## src/logic/spool_actuator_defs.svh

```systemverilog
/*
 Constants for the spool actuator fault monitor: setpoint window, tracking
 margins, delays and pin indices. Assumes a 100 MHz clock and ratiometric
 setpoint codes in per-mille of supply.
*/
`ifndef SPOOL_ACTUATOR_DEFS_SVH
`define SPOOL_ACTUATOR_DEFS_SVH
`define CLK_MHZ         100
`define CYC_PER_MS      (`CLK_MHZ * 1000)
`define SP_MIN          10'h096
`define SP_MAX          10'h352
`define SP_MID          12'h1f4
`define SP_SPAN         350
`define TRACK_PCT_STD   12
`define TRACK_PCT_RED   25
`define T_ACT_MS        500
`define T_PAS_MS        250
`define T_RED_MS        750
`define T_HOLD_MS       100
`define T_FLOAT_IN_MS   500
`define T_FLOAT_OUT_MS  750
`define INIT_CYC        5'h10
`define NEUTRAL_TOL_UM  500
`define DI_ON_UM        800
`define DI_OFF_UM       400
`define CL_DEADBAND     12'h002
`define PIN_N           11
`define PIN_FLOAT_SP    0
`define PIN_SPOOL_POSITION_TRANSDUCER_OPEN   1
`define PIN_SPOOL_POSITION_TRANSDUCER_SHORT  2
`define PIN_FLOAT_CMD   3
`define PIN_FLOAT_ACT   4
`define PIN_SUPPLY_BAD  5
`define PIN_CLK_BAD     6
`define PIN_REDUCED     7
`define PIN_SIX_PIN     8
`define PIN_PASSIVE     9
`define PIN_DI          10
`endif

```

## src/logic/spool_actuator_pkg.sv

```systemverilog
/*
 Types for the spool actuator fault monitor.
 Assumes the defs header is compiled alongside.
*/
package spool_actuator_pkg;
    typedef struct packed {
        logic nc1;
        logic no2;
        logic nc3;
        logic no4;
    } sol_t;
    typedef struct packed {
        logic range_bad;
        logic wire_bad;
        logic track_bad;
        logic float_bad;
    } err_src_t;
    typedef struct packed {
        logic reduced_bridge_variant;
        logic six_pin_float_variant;
        logic passive_mode;
        logic direction_indication_outputs;
    } strap_t;
    typedef enum logic [1:0] {
        ST_INIT,
        ST_RUN,
        ST_FAULT_ACT,
        ST_FAULT_PAS
    } mon_state_t;
endpackage : spool_actuator_pkg

```

## src/logic/spool_actuator_fault_monitor.sv

```systemverilog
/*
 Closed-loop spool positioning and fault supervision of a valve actuator.
 Assumes setpoint and position codes come from ADC logic on mclk; all other
 status pins and variant straps are asynchronous and are synchronised here.
*/
// How it works
// - Setpoint outside 15..85% of supply is error
// - Floating setpoint input means neutral demand
// - Open or shorted transducer wiring is error
// - Overshoot beyond 12%/25%, or opposite, errors
// - Neutral demand allows 0.5 mm deviation only
// - Nearer neutral, same direction is in control
// - Six-pin variant times float entry and exit
// - Active reaction after 500 ms, 750 reduced
// - Active reaction disables whole solenoid bridge
// - Active reaction latched until power cycle
// - Passive reaction after 250 ms, 750 reduced
// - Passive reaction keeps bridge driving spool
// - Passive indication holds 100 ms, self-clears
// - Any reaction raises error pin, red LED
// - Direction outputs both low during reaction
// - All solenoids closed at power-up first
// - Drive solenoids from setpoint minus position
// - Both modes share the four error sources
// - Supply or clock fault disables solenoids
`timescale 1ns/100ps
`default_nettype none
`include "spool_actuator_defs.svh"
module spool_actuator_fault_monitor
    import spool_actuator_pkg::*;
#(
    parameter int unsigned CNT_W         = 27,
    parameter int unsigned POS_W         = 12,
    parameter int unsigned COUNTS_PER_MM = 50,
    parameter int unsigned ACT_DLY_CYC   = `T_ACT_MS * `CYC_PER_MS,
    parameter int unsigned PAS_DLY_CYC   = `T_PAS_MS * `CYC_PER_MS,
    parameter int unsigned RED_DLY_CYC   = `T_RED_MS * `CYC_PER_MS,
    parameter int unsigned HOLD_CYC      = `T_HOLD_MS * `CYC_PER_MS,
    parameter int unsigned FLT_IN_CYC    = `T_FLOAT_IN_MS * `CYC_PER_MS,
    parameter int unsigned FLT_OUT_CYC   = `T_FLOAT_OUT_MS * `CYC_PER_MS
)(
    input  wire logic                    mclk,
    input  wire logic                    rst_n,
    input  wire logic                    ce,
    input  wire logic [9:0]              setpoint_voltage,
    input  wire logic signed [POS_W-1:0] spool_pos,
    input  wire logic                    setpoint_floating,
    input  wire logic                    spool_position_transducer_open,
    input  wire logic                    spool_position_transducer_short,
    input  wire logic                    float_cmd,
    input  wire logic                    float_active,
    input  wire logic                    supply_out_of_range,
    input  wire logic                    clock_fail,
    input  wire logic                    strap_reduced_bridge,
    input  wire logic                    strap_six_pin_float,
    input  wire logic                    strap_passive_mode,
    input  wire logic                    strap_direction_outputs,
    output sol_t                         sol_open_r,
    output logic                         bridge_enable_r,
    output logic                         error_pin_r,
    output logic                         led_red_r,
    output logic                         led_flash_r,
    output logic                         di_a_r,
    output logic                         di_b_r,
    output err_src_t                     err_src_r
);
    localparam int unsigned DL_W = POS_W + 1;
    localparam logic [POS_W-1:0] TRK_STD =
        POS_W'(`SP_SPAN * `TRACK_PCT_STD / 100);
    localparam logic [POS_W-1:0] TRK_RED =
        POS_W'(`SP_SPAN * `TRACK_PCT_RED / 100);
    localparam logic [POS_W-1:0] NTOL =
        POS_W'(`NEUTRAL_TOL_UM * COUNTS_PER_MM / 1000);
    localparam logic [POS_W-1:0] DI_ON =
        POS_W'(`DI_ON_UM * COUNTS_PER_MM / 1000);
    localparam logic [POS_W-1:0] DI_OFF =
        POS_W'(`DI_OFF_UM * COUNTS_PER_MM / 1000);

    // Refuse widths and delays the counters cannot hold
    generate
        if (CNT_W > 32 || POS_W < 11 || POS_W > 16 ||
            ACT_DLY_CYC >= (64'h1 << CNT_W) || PAS_DLY_CYC >= (64'h1 << CNT_W) ||
            RED_DLY_CYC >= (64'h1 << CNT_W) || HOLD_CYC >= (64'h1 << CNT_W) ||
            FLT_IN_CYC >= (64'h1 << CNT_W) || FLT_OUT_CYC >= (64'h1 << CNT_W) ||
            ACT_DLY_CYC == 0 || PAS_DLY_CYC == 0 || RED_DLY_CYC == 0 ||
            HOLD_CYC == 0 || FLT_IN_CYC == 0 || FLT_OUT_CYC == 0)
        begin : g_bad_params
            $error("spool_actuator_fault_monitor: unsupported parameters");
        end
    endgenerate

    // Magnitude of a two's complement code
    function automatic logic [POS_W-1:0] mag(input logic signed [POS_W-1:0] v);
        mag = v[POS_W-1] ? POS_W'(-v) : POS_W'(v);
    endfunction : mag

    // Pin synchroniser; first stage feeds only the second
    logic [`PIN_N-1:0] pin_meta_r;
    logic [`PIN_N-1:0] pin_sync_r;
    wire  [`PIN_N-1:0] pins_raw = {strap_direction_outputs, strap_passive_mode,
                                   strap_six_pin_float, strap_reduced_bridge,
                                   clock_fail, supply_out_of_range, float_active,
                                   float_cmd, spool_position_transducer_short, spool_position_transducer_open,
                                   setpoint_floating};

    always_ff @(posedge mclk)
    begin
        if (!rst_n)
        begin
            pin_meta_r <= '0;
            pin_sync_r <= '0;
        end
        else if (ce)
        begin
            pin_meta_r <= pins_raw;
            pin_sync_r <= pin_meta_r;
        end
    end

    mon_state_t             state_r;
    mon_state_t             state_nxt;
    strap_t                 strap_r;
    logic [4:0]             init_r;
    logic [CNT_W-1:0]       qual_r;
    logic [CNT_W-1:0]       hold_r;
    logic [CNT_W-1:0]       flt_r;

    // Setpoint decoding
    wire sp_float  = pin_sync_r[`PIN_FLOAT_SP];
    wire range_bad = !sp_float &&
                     (setpoint_voltage < `SP_MIN || setpoint_voltage > `SP_MAX);
    // Mid code maps to a neutral demand
    wire signed [POS_W-1:0] dem_raw =
        $signed(POS_W'(setpoint_voltage)) - $signed(POS_W'(`SP_MID));
    wire signed [POS_W-1:0] dem = sp_float ? '0 : dem_raw;
    wire [POS_W-1:0] dem_mag = mag(dem);
    wire [POS_W-1:0] pos_mag = mag(spool_pos);
    wire dem_neutral = (dem == '0);

    // Transducer wiring
    wire wire_bad = pin_sync_r[`PIN_SPOOL_POSITION_TRANSDUCER_OPEN] || pin_sync_r[`PIN_SPOOL_POSITION_TRANSDUCER_SHORT];

    // Spool tracking; nearer neutral on the same side is accepted
    wire [POS_W-1:0] trk_tol = strap_r.reduced_bridge_variant ? TRK_RED : TRK_STD;
    wire [DL_W-1:0]  trk_lim = {1'b0, dem_mag} + {1'b0, trk_tol};
    wire over_out  = {1'b0, pos_mag} > trk_lim;
    wire opposite  = (spool_pos[POS_W-1] != dem[POS_W-1]) && (pos_mag > NTOL);
    wire neut_bad  = pos_mag > NTOL;
    wire track_bad = dem_neutral ? neut_bad : (over_out || opposite);

    // Float timing, six-pin variant only
    wire flt_cmd   = pin_sync_r[`PIN_FLOAT_CMD];
    wire flt_act   = pin_sync_r[`PIN_FLOAT_ACT];
    wire flt_wait  = strap_r.six_pin_float_variant && (flt_cmd != flt_act);
    wire [CNT_W-1:0] flt_lim = flt_cmd ? CNT_W'(FLT_IN_CYC) : CNT_W'(FLT_OUT_CYC);
    wire float_bad = flt_wait && (flt_r >= flt_lim);

    // Same sources feed either monitoring mode
    wire monitoring = (state_r != ST_INIT);
    err_src_t err_now;
    assign err_now = '{range_bad: range_bad && monitoring,
                       wire_bad:  wire_bad && monitoring,
                       track_bad: track_bad && monitoring,
                       float_bad: float_bad && monitoring};
    wire err_any = |err_now;

    // Qualification delay by mode and variant
    wire [CNT_W-1:0] dly_sel =
        strap_r.reduced_bridge_variant ? CNT_W'(RED_DLY_CYC) :
        strap_r.passive_mode           ? CNT_W'(PAS_DLY_CYC) :
                                         CNT_W'(ACT_DLY_CYC);
    // One less: state flips on the edge that completes the count
    wire qual_done = err_any && (qual_r >= dly_sel - CNT_W'(1));
    wire hold_done = (hold_r >= CNT_W'(HOLD_CYC) - CNT_W'(1));
    wire init_done = (init_r == `INIT_CYC);

    always_comb
    begin
        state_nxt = state_r;
        case (state_r)
            ST_INIT:
                if (init_done)
                    state_nxt = ST_RUN;
            ST_RUN:
                if (qual_done)
                    state_nxt = strap_r.passive_mode ? ST_FAULT_PAS : ST_FAULT_ACT;
            ST_FAULT_ACT:
                state_nxt = ST_FAULT_ACT;
            ST_FAULT_PAS:
                if (hold_done && !err_any)
                    state_nxt = ST_RUN;
            default:
                state_nxt = ST_INIT;
        endcase
    end

    always_ff @(posedge mclk)
    begin
        if (!rst_n)
        begin
            state_r <= ST_INIT;
            init_r  <= '0;
            strap_r <= '0;
        end
        else if (ce)
        begin
            state_r <= state_nxt;
            // Init count stops at its end and never wraps
            if (!init_done)
                init_r <= init_r + 5'h01;
            // Straps caught once, after the synchroniser has settled
            if (state_r == ST_INIT && init_done)
                strap_r <= '{reduced_bridge_variant:       pin_sync_r[`PIN_REDUCED],
                             six_pin_float_variant:        pin_sync_r[`PIN_SIX_PIN],
                             passive_mode:                 pin_sync_r[`PIN_PASSIVE],
                             direction_indication_outputs: pin_sync_r[`PIN_DI]};
        end
    end

    // Timers; qualify count drops to zero on any clean cycle
    // Hold and float counts stop at their ends, so neither wraps
    always_ff @(posedge mclk)
    begin
        if (!rst_n)
        begin
            qual_r <= '0;
            hold_r <= '0;
            flt_r  <= '0;
        end
        else if (ce)
        begin
            if (!err_any || state_r != ST_RUN)
                qual_r <= '0;
            else
                qual_r <= qual_r + CNT_W'(1);
            if (state_r != ST_FAULT_PAS)
                hold_r <= '0;
            else if (!hold_done)
                hold_r <= hold_r + CNT_W'(1);
            if (!flt_wait)
                flt_r <= '0;
            else if (!float_bad)
                flt_r <= flt_r + CNT_W'(1);
        end
    end

    // Bridge drive
    wire in_react   = (state_r == ST_FAULT_ACT) || (state_r == ST_FAULT_PAS);
    // Supply or clock trouble cuts drive but raises no reaction
    wire power_bad  = pin_sync_r[`PIN_SUPPLY_BAD] || pin_sync_r[`PIN_CLK_BAD];
    wire drive_ok   = (state_r == ST_RUN || state_r == ST_FAULT_PAS) && !power_bad;
    wire signed [POS_W-1:0] pos_err = dem - spool_pos;
    wire move_pos   = !pos_err[POS_W-1] && (pos_err > $signed(`CL_DEADBAND));
    wire move_neg   = pos_err[POS_W-1] && (mag(pos_err) > `CL_DEADBAND);
    // Reduced bridge has orifices in the NO positions no2 and no4, so those stay off
    wire red        = strap_r.reduced_bridge_variant;
    sol_t sol_nxt;
    assign sol_nxt = !drive_ok ? '0 :
                     move_pos ? '{nc1: 1'b1, no2: 1'b0, nc3: 1'b0, no4: !red} :
                     move_neg ? '{nc1: 1'b0, no2: !red, nc3: 1'b1, no4: 1'b0} :
                                '0;

    // Direction indication with hysteresis
    // Band between the thresholds keeps the outputs from chattering
    wire a_low_nxt = spool_pos[POS_W-1] ? 1'b0 :
                     (pos_mag > DI_ON) ? 1'b1 : (pos_mag < DI_OFF) ? 1'b0 : !di_a_r;
    wire b_low_nxt = !spool_pos[POS_W-1] ? 1'b0 :
                     (pos_mag > DI_ON) ? 1'b1 : (pos_mag < DI_OFF) ? 1'b0 : !di_b_r;
    wire di_on     = strap_r.direction_indication_outputs && monitoring && !in_react;

    // Constant red marks a transducer cause, flashing the others
    err_src_t cause_nxt;
    assign cause_nxt = (state_r == ST_RUN && qual_done) ? err_now :
                       in_react ? err_src_r : '0;

    // Reset leaves every valve closed and all indications off

    always_ff @(posedge mclk)
    begin
        if (!rst_n)
        begin
            sol_open_r      <= '0;
            bridge_enable_r <= 1'b0;
            error_pin_r     <= 1'b0;
            led_red_r       <= 1'b0;
            led_flash_r     <= 1'b0;
            di_a_r          <= 1'b0;
            di_b_r          <= 1'b0;
            err_src_r       <= '0;
        end
        else if (ce)
        begin
            sol_open_r      <= sol_nxt;
            bridge_enable_r <= drive_ok;
            error_pin_r     <= in_react;
            led_red_r       <= in_react;
            led_flash_r     <= in_react && !err_src_r.wire_bad;
            di_a_r          <= di_on && !a_low_nxt;
            di_b_r          <= di_on && !b_low_nxt;
            err_src_r       <= cause_nxt;
        end
    end

endmodule : spool_actuator_fault_monitor
`default_nettype wire

```

## config.mk

```make
export PLATFORM = sky130hd
export DESIGN_NAME = spool_actuator_fault_monitor
export DESIGN_NICKNAME = d
export VERILOG_FILES = /design/src/logic/spool_actuator_pkg.sv /design/src/logic/spool_actuator_fault_monitor.sv
export VERILOG_INCLUDE_DIRS = /design/src /design/src/logic
export SDC_FILE = /design/constraint.sdc
export NUM_CORES = 1
export LEC_CHECK = 0
export ABC_AREA = 1
export BUFFER_PORTS_ARGS = -buffer_cell sky130_fd_sc_hd__clkbuf_2
export CAP_MARGIN = 20
export CORE_MARGIN = 4
export CORE_UTILIZATION = 55
export CTS_CLUSTER_SIZE = 28
export DETAILED_ROUTE_END_ITERATION = 12
export GPL_ROUTABILITY_DRIVEN = 0
export GPL_TIMING_DRIVEN = 1
export HOLD_SLACK_MARGIN = 0.1
export PLACE_DENSITY = 0.72
export SLEW_MARGIN = 40
export SYNTH_ARGS = -nofsm -noshare
export SYNTH_HDL_FRONTEND = slang
export SYNTH_SLANG_ARGS = --single-unit
```

## constraint.sdc

```tcl
create_clock -name mclk -period 6.4 [get_ports mclk]
set_clock_uncertainty 0.2 [all_clocks]
set_input_delay 1.28 -clock mclk [delete_from_list [all_inputs] [get_ports mclk]]
set_output_delay 1.28 -clock mclk [all_outputs]
set_load 0.01 [all_outputs]
```

==> results of run 1 <==
-- cell usage after synthesis (2+ instances only) --
master and instances:
sky130_fd_sc_hd__nand3_1 112, sky130_fd_sc_hd__dfxtp_1 127, sky130_fd_sc_hd__nand2_8 2, sky130_fd_sc_hd__xor2_1 50, sky130_fd_sc_hd__buf_2 14, sky130_fd_sc_hd__nor2_4 12
sky130_fd_sc_hd__o21bai_1 2, sky130_fd_sc_hd__nor3_1 57, sky130_fd_sc_hd__or2_2 3, sky130_fd_sc_hd__buf_1 3, sky130_fd_sc_hd__o22ai_1 3, sky130_fd_sc_hd__inv_1 157
sky130_fd_sc_hd__ha_1 70, sky130_fd_sc_hd__o21ai_0 61, sky130_fd_sc_hd__nor2_1 203, sky130_fd_sc_hd__a31oi_1 3, sky130_fd_sc_hd__nor4_1 22, sky130_fd_sc_hd__nor3_2 4
sky130_fd_sc_hd__nand4_1 43, sky130_fd_sc_hd__conb_1 2, sky130_fd_sc_hd__a21oi_1 105, sky130_fd_sc_hd__clkbuf_1 17, sky130_fd_sc_hd__inv_2 11, sky130_fd_sc_hd__nand2_1 348
sky130_fd_sc_hd__a211oi_1 5, sky130_fd_sc_hd__o31ai_1 3, sky130_fd_sc_hd__nand3b_1 4, sky130_fd_sc_hd__nor2_2 4, sky130_fd_sc_hd__nand3_2 5, sky130_fd_sc_hd__buf_4 6
sky130_fd_sc_hd__nand2_2 7, sky130_fd_sc_hd__nor3b_1 3, sky130_fd_sc_hd__nor4b_1 2, sky130_fd_sc_hd__xnor2_1 15, sky130_fd_sc_hd__nand2_4 2
-- state kept, by name, summed over array words and instances (netlist names), 4 cells and up --
signal      cells
qual_r         27
hold_r         27
pin_meta_r     11
pin_sync_r     11
err_src_r       4
init_r          5
flt_r          27
sol_open_r      4
-- kinds of logic (layout without fill, tap and decap cells) --
kind of cell | count (synthesis) | after routing | share of synthesized area [%]
compound gates | 194 | 194 | 10.8
other cells | 2 | 6 | 0.0775
flops | 127 | 127 | 26.2
xor+xnor | 65 | 65 | 5.88
fa+ha+maj | 71 | 71 | 9.25
buf+inv | 210 | 251 | 8.79
simple gates | 835 | 835 | 39.0
-- power by group through the flow --
stage	registers [mW]	logic (mW)	clock network, mW
after floorplan	0.830	0.350	0
final	0.815	0.456	1.02
after detailed placement	0.833	0.448	0
after CTS	0.815	0.452	1.03
after global routing	0.817	0.520	1.07
after global placement	0.832	0.442	0
-- worst register-to-register path, stage by stage, from the launching register on --
cell and delay, ps:
sky130_fd_sc_hd__dfxtp_1 360, sky130_fd_sc_hd__nor2_1 280, sky130_fd_sc_hd__inv_1 100, sky130_fd_sc_hd__ha_1 230, sky130_fd_sc_hd__nor2_1 140, sky130_fd_sc_hd__xor2_1 160, sky130_fd_sc_hd__inv_1 60, sky130_fd_sc_hd__ha_1 310
sky130_fd_sc_hd__nand2_1 60, sky130_fd_sc_hd__o21ai_0 280, sky130_fd_sc_hd__a21oi_1 110, sky130_fd_sc_hd__o21bai_1 240, sky130_fd_sc_hd__a21oi_1 100, sky130_fd_sc_hd__nor2_1 130, sky130_fd_sc_hd__xnor2_1 80, sky130_fd_sc_hd__ha_1 300
sky130_fd_sc_hd__nand2_1 80, sky130_fd_sc_hd__nor4_1 220, sky130_fd_sc_hd__o21ai_0 120, sky130_fd_sc_hd__a31oi_1 160, sky130_fd_sc_hd__nand2_1 80, sky130_fd_sc_hd__nand2_2 90, sky130_fd_sc_hd__nand2_2 70, sky130_fd_sc_hd__nand2_4 90
sky130_fd_sc_hd__nand2_4 80, sky130_fd_sc_hd__nand2_8 90, sky130_fd_sc_hd__nand2_8 150, sky130_fd_sc_hd__a211oi_2 210
-- final cells by class --
type                    count  area (sq um)  area share, %
flip-flops and latches    127          2540           23.9
well taps                 225           282           2.64
clock buffers              18           439           4.13
repair buffers             51           260           2.45
inverters                 168           632           5.94
multi-input cells        1171          6310           59.3
clock inverters            14           179           1.68
-- per-layer routing --
layer	vias up	global-route usage, %
met4	0	7.19
li1	5031	-
met2	285	40.5
met3	38	4.24
met1	4398	34.1
met5	-	0
-- path summary, 6_finish.rpt --
check	start	to	slack (ps)	depth (start not counted)
worst min-delay path	hold_r[25]$_SDFFE_PN0P_	hold_r[25]$_SDFFE_PN0P_	250	2
worst min register to register	hold_r[25]$_SDFFE_PN0P_	hold_r[25]$_SDFFE_PN0P_	250	2
worst max register to register	pin_sync_r[0]$_SDFFE_PN0P_	qual_r[5]$_SDFFE_PN0P_	1730	27
worst max-delay path	setpoint_voltage[3]	qual_r[5]$_SDFFE_PN0P_	950	32
-- metrics by stage --
step                instance area, sq um  power (mW)  instances
finish                             10600        2.29       1774
global route                       10600        2.40       1774
CTS                                10600        2.30       1774
detailed placement                 10000        1.28       1742
global placement                   10000        1.27       1742
floorplan                           9700        1.18       1508
==> results.yml, run 1 <==
outcome:
  outcome: "complete, no violations"
worst_setup_path:
  worstSetupEndpointType: "flop"
  critPathTopFamily: "simple AND/OR/NAND/NOR gates"
  timing.critical_path.mode_cell: "sky130_fd_sc_hd__nand2_1"
  critical_path.max_fanout: 19
  path_buf_inv: 4
  library_cell_contributing_the_largest_single_delay_on_the_critical_path: "sky130_fd_sc_hd__ha_1"
  cp.arrival_ps: 5600
  critical_path_required_ps: 6550
  timing.critical_path.slowest_cell_delay_ps: 310
  timing.critical_path.from_type: "primary input"
  timing_worst_setup_path_type: "primary input to flop"
cells_and_area:
  fillCellCount: 1741
  layout.cells.most_common: "sky130_fd_sc_hd__nand2_1"
  nets: 1643
  proportion_of_layout_cells_with_a_drive_suffix_above_1_pct: 8.78
  postLayoutCoreUtil_pct: 61.5
  synth_to_final_area_change_pct: 9.85
  mostFrequentLayoutCells: "sky130_fd_sc_hd__nand2_1, sky130_fd_sc_hd__nor2_1, sky130_fd_sc_hd__inv_1"
  antenna_cells_inserted: 0
logic_synthesis:
  register_bit_total_from_synthesis: 127
  cells_taking_the_most_area_after_synthesis: "sky130_fd_sc_hd__dfxtp_1, sky130_fd_sc_hd__nand2_1, sky130_fd_sc_hd__ha_1"
  top_ff_cell_synth: "sky130_fd_sc_hd__dfxtp_1"
  synth.yosys.warnings: 0
  synth_largest_type_area_fraction_pct: 26.2
  synth.avg_cell_area_sq_um: 6.44
  cell_area_after_synthesis_sq_um: 9690
  synth_enable_flop_cells: 0
  syn_inst: 1504
  post_synth_num_cell_types: 52
  asyncSetResetFlopFracSynth_pct: 0
  synth.yosys.seq_area_share_pct: 26.2
  netlist.top_cell.by_area: "sky130_fd_sc_hd__dfxtp_1"
routing:
  drt-pass1-iter-count: 6
  drt_iter0_markers: 696
  post_drt_wl_per_cell_um: 14.0
  met2RoutedLength_um: 11400
  final_antenna_net_count: 0
  routed.top_layer: "met4"
  detailroute.via_count: 9752
  wirelength_um: 24800
  remaining_drc_errors: 0
  met1_length_um: 11500
  met3_wirelength_um: 1400
  routed_via_density: 5.50
cts:
  cts_tree: "done"
  cts-buffers-inserted: 17
  cts_htree_levels: 4
  cts-hold-fix-buffers: 0
  cts_max_path_buffers: 2
  postCtsSetupBuffers: 0
  clock_insertion_delay_at_the_later_pin_of_the_skew_report_ps: 430
  cts.reportedPaths.clkPinSlew_ps: 60
  cts_root_buffer: "sky130_fd_sc_hd__clkbuf_16"
  clkSinkCount: 127
  number_of_resized_instances_in_the_post_cts_repair_step: 0
floorplanning:
  die_height_um: 141
  core_area_sq_um: 17300
  ios: 50
  die_width_um: 141
  floorplan.rows: 48
  die_area_sq_um: 19800
  initial_utilization_pct: 56.0
pwr:
  pwr-share-seq_pct: 35.6
  comb_power_share_pct: 19.9
  p_leak_nw: 4.44
  worst_voltage_drop_across_the_vdd_grid_mv: 0.213
  power_density_nw_per_um2: 215
  internal-power_mw: 1.59
  sw_frac_of_total_pct: 30.6
  netSwitchingPower_mw: 0.702
  power_frac_clock_pct: 44.5
sta:
  final-setup-viol-count: 0
  layout_min_cycle_time_ps: 5450
  rsz0062_at_grt: "no"
  maxClockFrequency_mhz: 184
  final_worst_path_cycle_share_pct: 85.1
  timing_hold_violations_final: 0
  final_worst_hold_slack_ps: 246
  fin_ws_ps: 953
  timing.slew.headroom_pct: 46.8
  drv_slew: 0
  worstMarginPinSlew_ps: 798
  setup-tns-final_ps: 0
grt:
  grt_start_max_net_pins: 47
  grt_pass1_vias: 8639
  groute.usage.overall_pct: 24.9
  overflow: 0
  number_of_antenna_violations_at_the_first_check_in_global_routing: 0
  first_pass_grt_wire_length_um: 41400
min_path:
  worst_hold_path_type: "flop to flop"
placement:
  dp.final_hpwl_um: 19000
  preCtsSetupSlack_ps: 578
  port_buffer_cells: 49
run:
  max_cap_viol_count: 0
Note: power is estimated with default switching activity, not from simulation.
==> run 2: changes to the inputs <==
--- a/config.mk
+++ b/config.mk
@@ -8,7 +8,6 @@
 export LEC_CHECK = 0
 export ABC_AREA = 1
 export BUFFER_PORTS_ARGS = -buffer_cell sky130_fd_sc_hd__clkbuf_2
-export CAP_MARGIN = 20
 export CORE_MARGIN = 4
 export CORE_UTILIZATION = 55
 export CTS_CLUSTER_SIZE = 28
==> constraint.sdc (replaced) <==
create_clock -name mclk -period 6.4 [get_ports mclk]
set_clock_uncertainty 0.2 [all_clocks]
set_input_delay 0.64 -clock mclk [delete_from_list [all_inputs] [get_ports mclk]]
set_output_delay 0.64 -clock mclk [all_outputs]
set_load 0.01 [all_outputs]
==> run 2 against run 1 <==
Against the previous run: critical path depth stayed put; sequential power about the same; flip-flop and latch count is the same; design area fell by 0.11%; critical endpoint unchanged.
==> results.yml, run 2 (synthesis results as in run 1) <==
outcome:
  outcome: "complete, no violations"
worst_setup_path:
  library_cell_contributing_the_largest_single_delay_on_the_critical_path: "sky130_fd_sc_hd__ha_1"
  timing_worst_setup_path_type: "primary input to flop"
  timing.reg2reg.worst_path_depth: 27
  timing.critical_path.mode_cell: "sky130_fd_sc_hd__nand2_1"
  critical_path_required_ps: 6540
  cp.arrival_ps: 4990
  timing.critical_path.from_type: "primary input"
  critical_path.max_fanout: 19
  launch_point_of_the_critical_path: "setpoint_voltage[3]"
  worstSetupEndpointType: "flop"
  timing.critical_path.slowest_cell_delay_ps: 320
  reg2reg_start: "pin_sync_r[0]$_SDFFE_PN0P_"
routing:
  detailroute.via_count: 9831
  met3_wirelength_um: 1310
  wirelength_um: 24700
  drt-pass1-iter-count: 5
  remaining_drc_errors: 0
  met1_length_um: 11500
  routed_via_density: 5.54
  routed.top_layer: "met4"
  met2RoutedLength_um: 11300
  post_drt_wl_per_cell_um: 13.9
  final_antenna_net_count: 0
  drt_iter0_markers: 894
cells_and_area:
  synth_to_final_area_change_pct: 9.74
  mostFrequentLayoutCells: "sky130_fd_sc_hd__nand2_1, sky130_fd_sc_hd__nor2_1, sky130_fd_sc_hd__inv_1"
  largestRegisters: "flt_r x27, hold_r x27, qual_r x27"
  antenna_cells_inserted: 0
  nets: 1643
  layout.cells.most_common: "sky130_fd_sc_hd__nand2_1"
  proportion_of_layout_cells_with_a_drive_suffix_above_1_pct: 8.72
  postLayoutCoreUtil_pct: 61.5
sta:
  rsz0062_at_grt: "no"
  layout_min_cycle_time_ps: 4850
  timing.slew.headroom_pct: 45.9
  drv_slew: 0
  maxClockFrequency_mhz: 206
  timing_hold_violations_final: 0
  worstMarginPinSlew_ps: 811
  final-setup-viol-count: 0
  final_worst_path_cycle_share_pct: 75.8
  final_worst_hold_slack_ps: 241
  setup-tns-final_ps: 0
pwr:
  sw_frac_of_total_pct: 29.9
  internal-power_mw: 1.58
  power_frac_clock_pct: 43.7
  netSwitchingPower_mw: 0.676
  worst_voltage_drop_across_the_vdd_grid_mv: 0.195
  comb_power_share_pct: 20.2
  power_density_nw_per_um2: 212
  p_leak_nw: 4.44
  pwr-share-seq_pct: 36.1
grt:
  number_of_antenna_violations_at_the_first_check_in_global_routing: 0
  overflow: 0
  groute.usage.overall_pct: 25.3
  first_pass_grt_wire_length_um: 42000
  grt_start_max_net_pins: 54
  grt_pass1_vias: 8818
floorplanning:
  ios: 50
  initial_utilization_pct: 56.0
  die_height_um: 141
  core_area_sq_um: 17300
  floorplan.rows: 48
  die_width_um: 141
  die_area_sq_um: 19800
placement:
  port_buffer_cells: 49
  dp.final_hpwl_um: 18800
min_path:
  startpoint_of_the_lowest_slack_hold_path: "hold_r[25]$_SDFFE_PN0P_"
  worst_hold_path_type: "flop to flop"
  min_path_cells: 2
cts:
  cts_max_path_buffers: 2
  cts-buffers-inserted: 17
  cts.reportedPaths.clkPinSlew_ps: 60
  cts_tree: "done"
  cts-hold-fix-buffers: 0
  cts_root_buffer: "sky130_fd_sc_hd__clkbuf_16"
  postCtsSetupBuffers: 0
  clkSinkCount: 127
  cts_htree_levels: 4
  number_of_resized_instances_in_the_post_cts_repair_step: 0
  clock_insertion_delay_at_the_later_pin_of_the_skew_report_ps: 420
run:
  max_cap_viol_count: 0
run 2: cell types whose count changed in the layout (fill, tap and decap cells not counted):
cell / previous run / this run
sky130_fd_sc_hd__clkbuf_1: 0 / 1
sky130_fd_sc_hd__clkinvlp_4: 2 / 1
sky130_fd_sc_hd__clkinv_4: 1 / 4
sky130_fd_sc_hd__inv_6: 5 / 0
sky130_fd_sc_hd__clkinv_2: 3 / 5
run 2: metrics by stage:
| step | instance area, sq um | total power [mW] | setup WS [ps] | instances |
|---|---|---|---|---|
| floorplan | 9700 | 1.18 | 1850 | 1508 |
| global placement | 10000 | 1.27 | 1340 | 1742 |
| detailed placement | 10000 | 1.28 | 1230 | 1742 |
| CTS | 10600 | 2.27 | 1630 | 1774 |
| global route | 10600 | 2.38 | 1150 | 1774 |
| finish | 10600 | 2.26 | 1550 | 1774 |
run 2: final timing paths:
path	to	slack, ps
setup reg to reg	qual_r[5]$_SDFFE_PN0P_	1670
setup / recovery	qual_r[5]$_SDFFE_PN0P_	1550
hold / removal	hold_r[25]$_SDFFE_PN0P_	240
hold reg to reg	hold_r[25]$_SDFFE_PN0P_	240
run 2: layout make-up:
| type | instances | area [sq um] |
|---|---|---|
| well taps | 225 | 282 |
| flip-flops and latches | 127 | 2540 |
| fillers | 1680 | 6660 |
| repair buffers | 51 | 260 |
| clock buffers | 19 | 443 |
| inverters | 168 | 632 |
| multi-input cells | 1171 | 6310 |
| clock inverters | 13 | 164 |
run 2: routing by layer:
| layer | track usage (%) | vias to the layer above |
|---|---|---|
| li1 | - | 5038 |
| met2 | 40.8 | 265 |
| met4 | 7.65 | 0 |
| met1 | 35.2 | 4486 |
| met5 | 0 | - |
| met3 | 3.73 | 42 |
run 2: power by group through the flow:
stage	Sequential, mW	Combinational [mW]	Clock, mW
after detailed placement	0.832	0.449	0
after global routing	0.817	0.522	1.04
final	0.816	0.456	0.988
after floorplan	0.830	0.350	0
after CTS	0.815	0.452	1.01
after global placement	0.832	0.442	0
run 2: critical path, delay by kind of cell:
family / cells / cell delay (ps)
simple gates: 16 / 1780
compound gates: 7 / 1180
xor+xnor: 2 / 240
fa+ha+maj: 3 / 830
buf+inv: 4 / 310
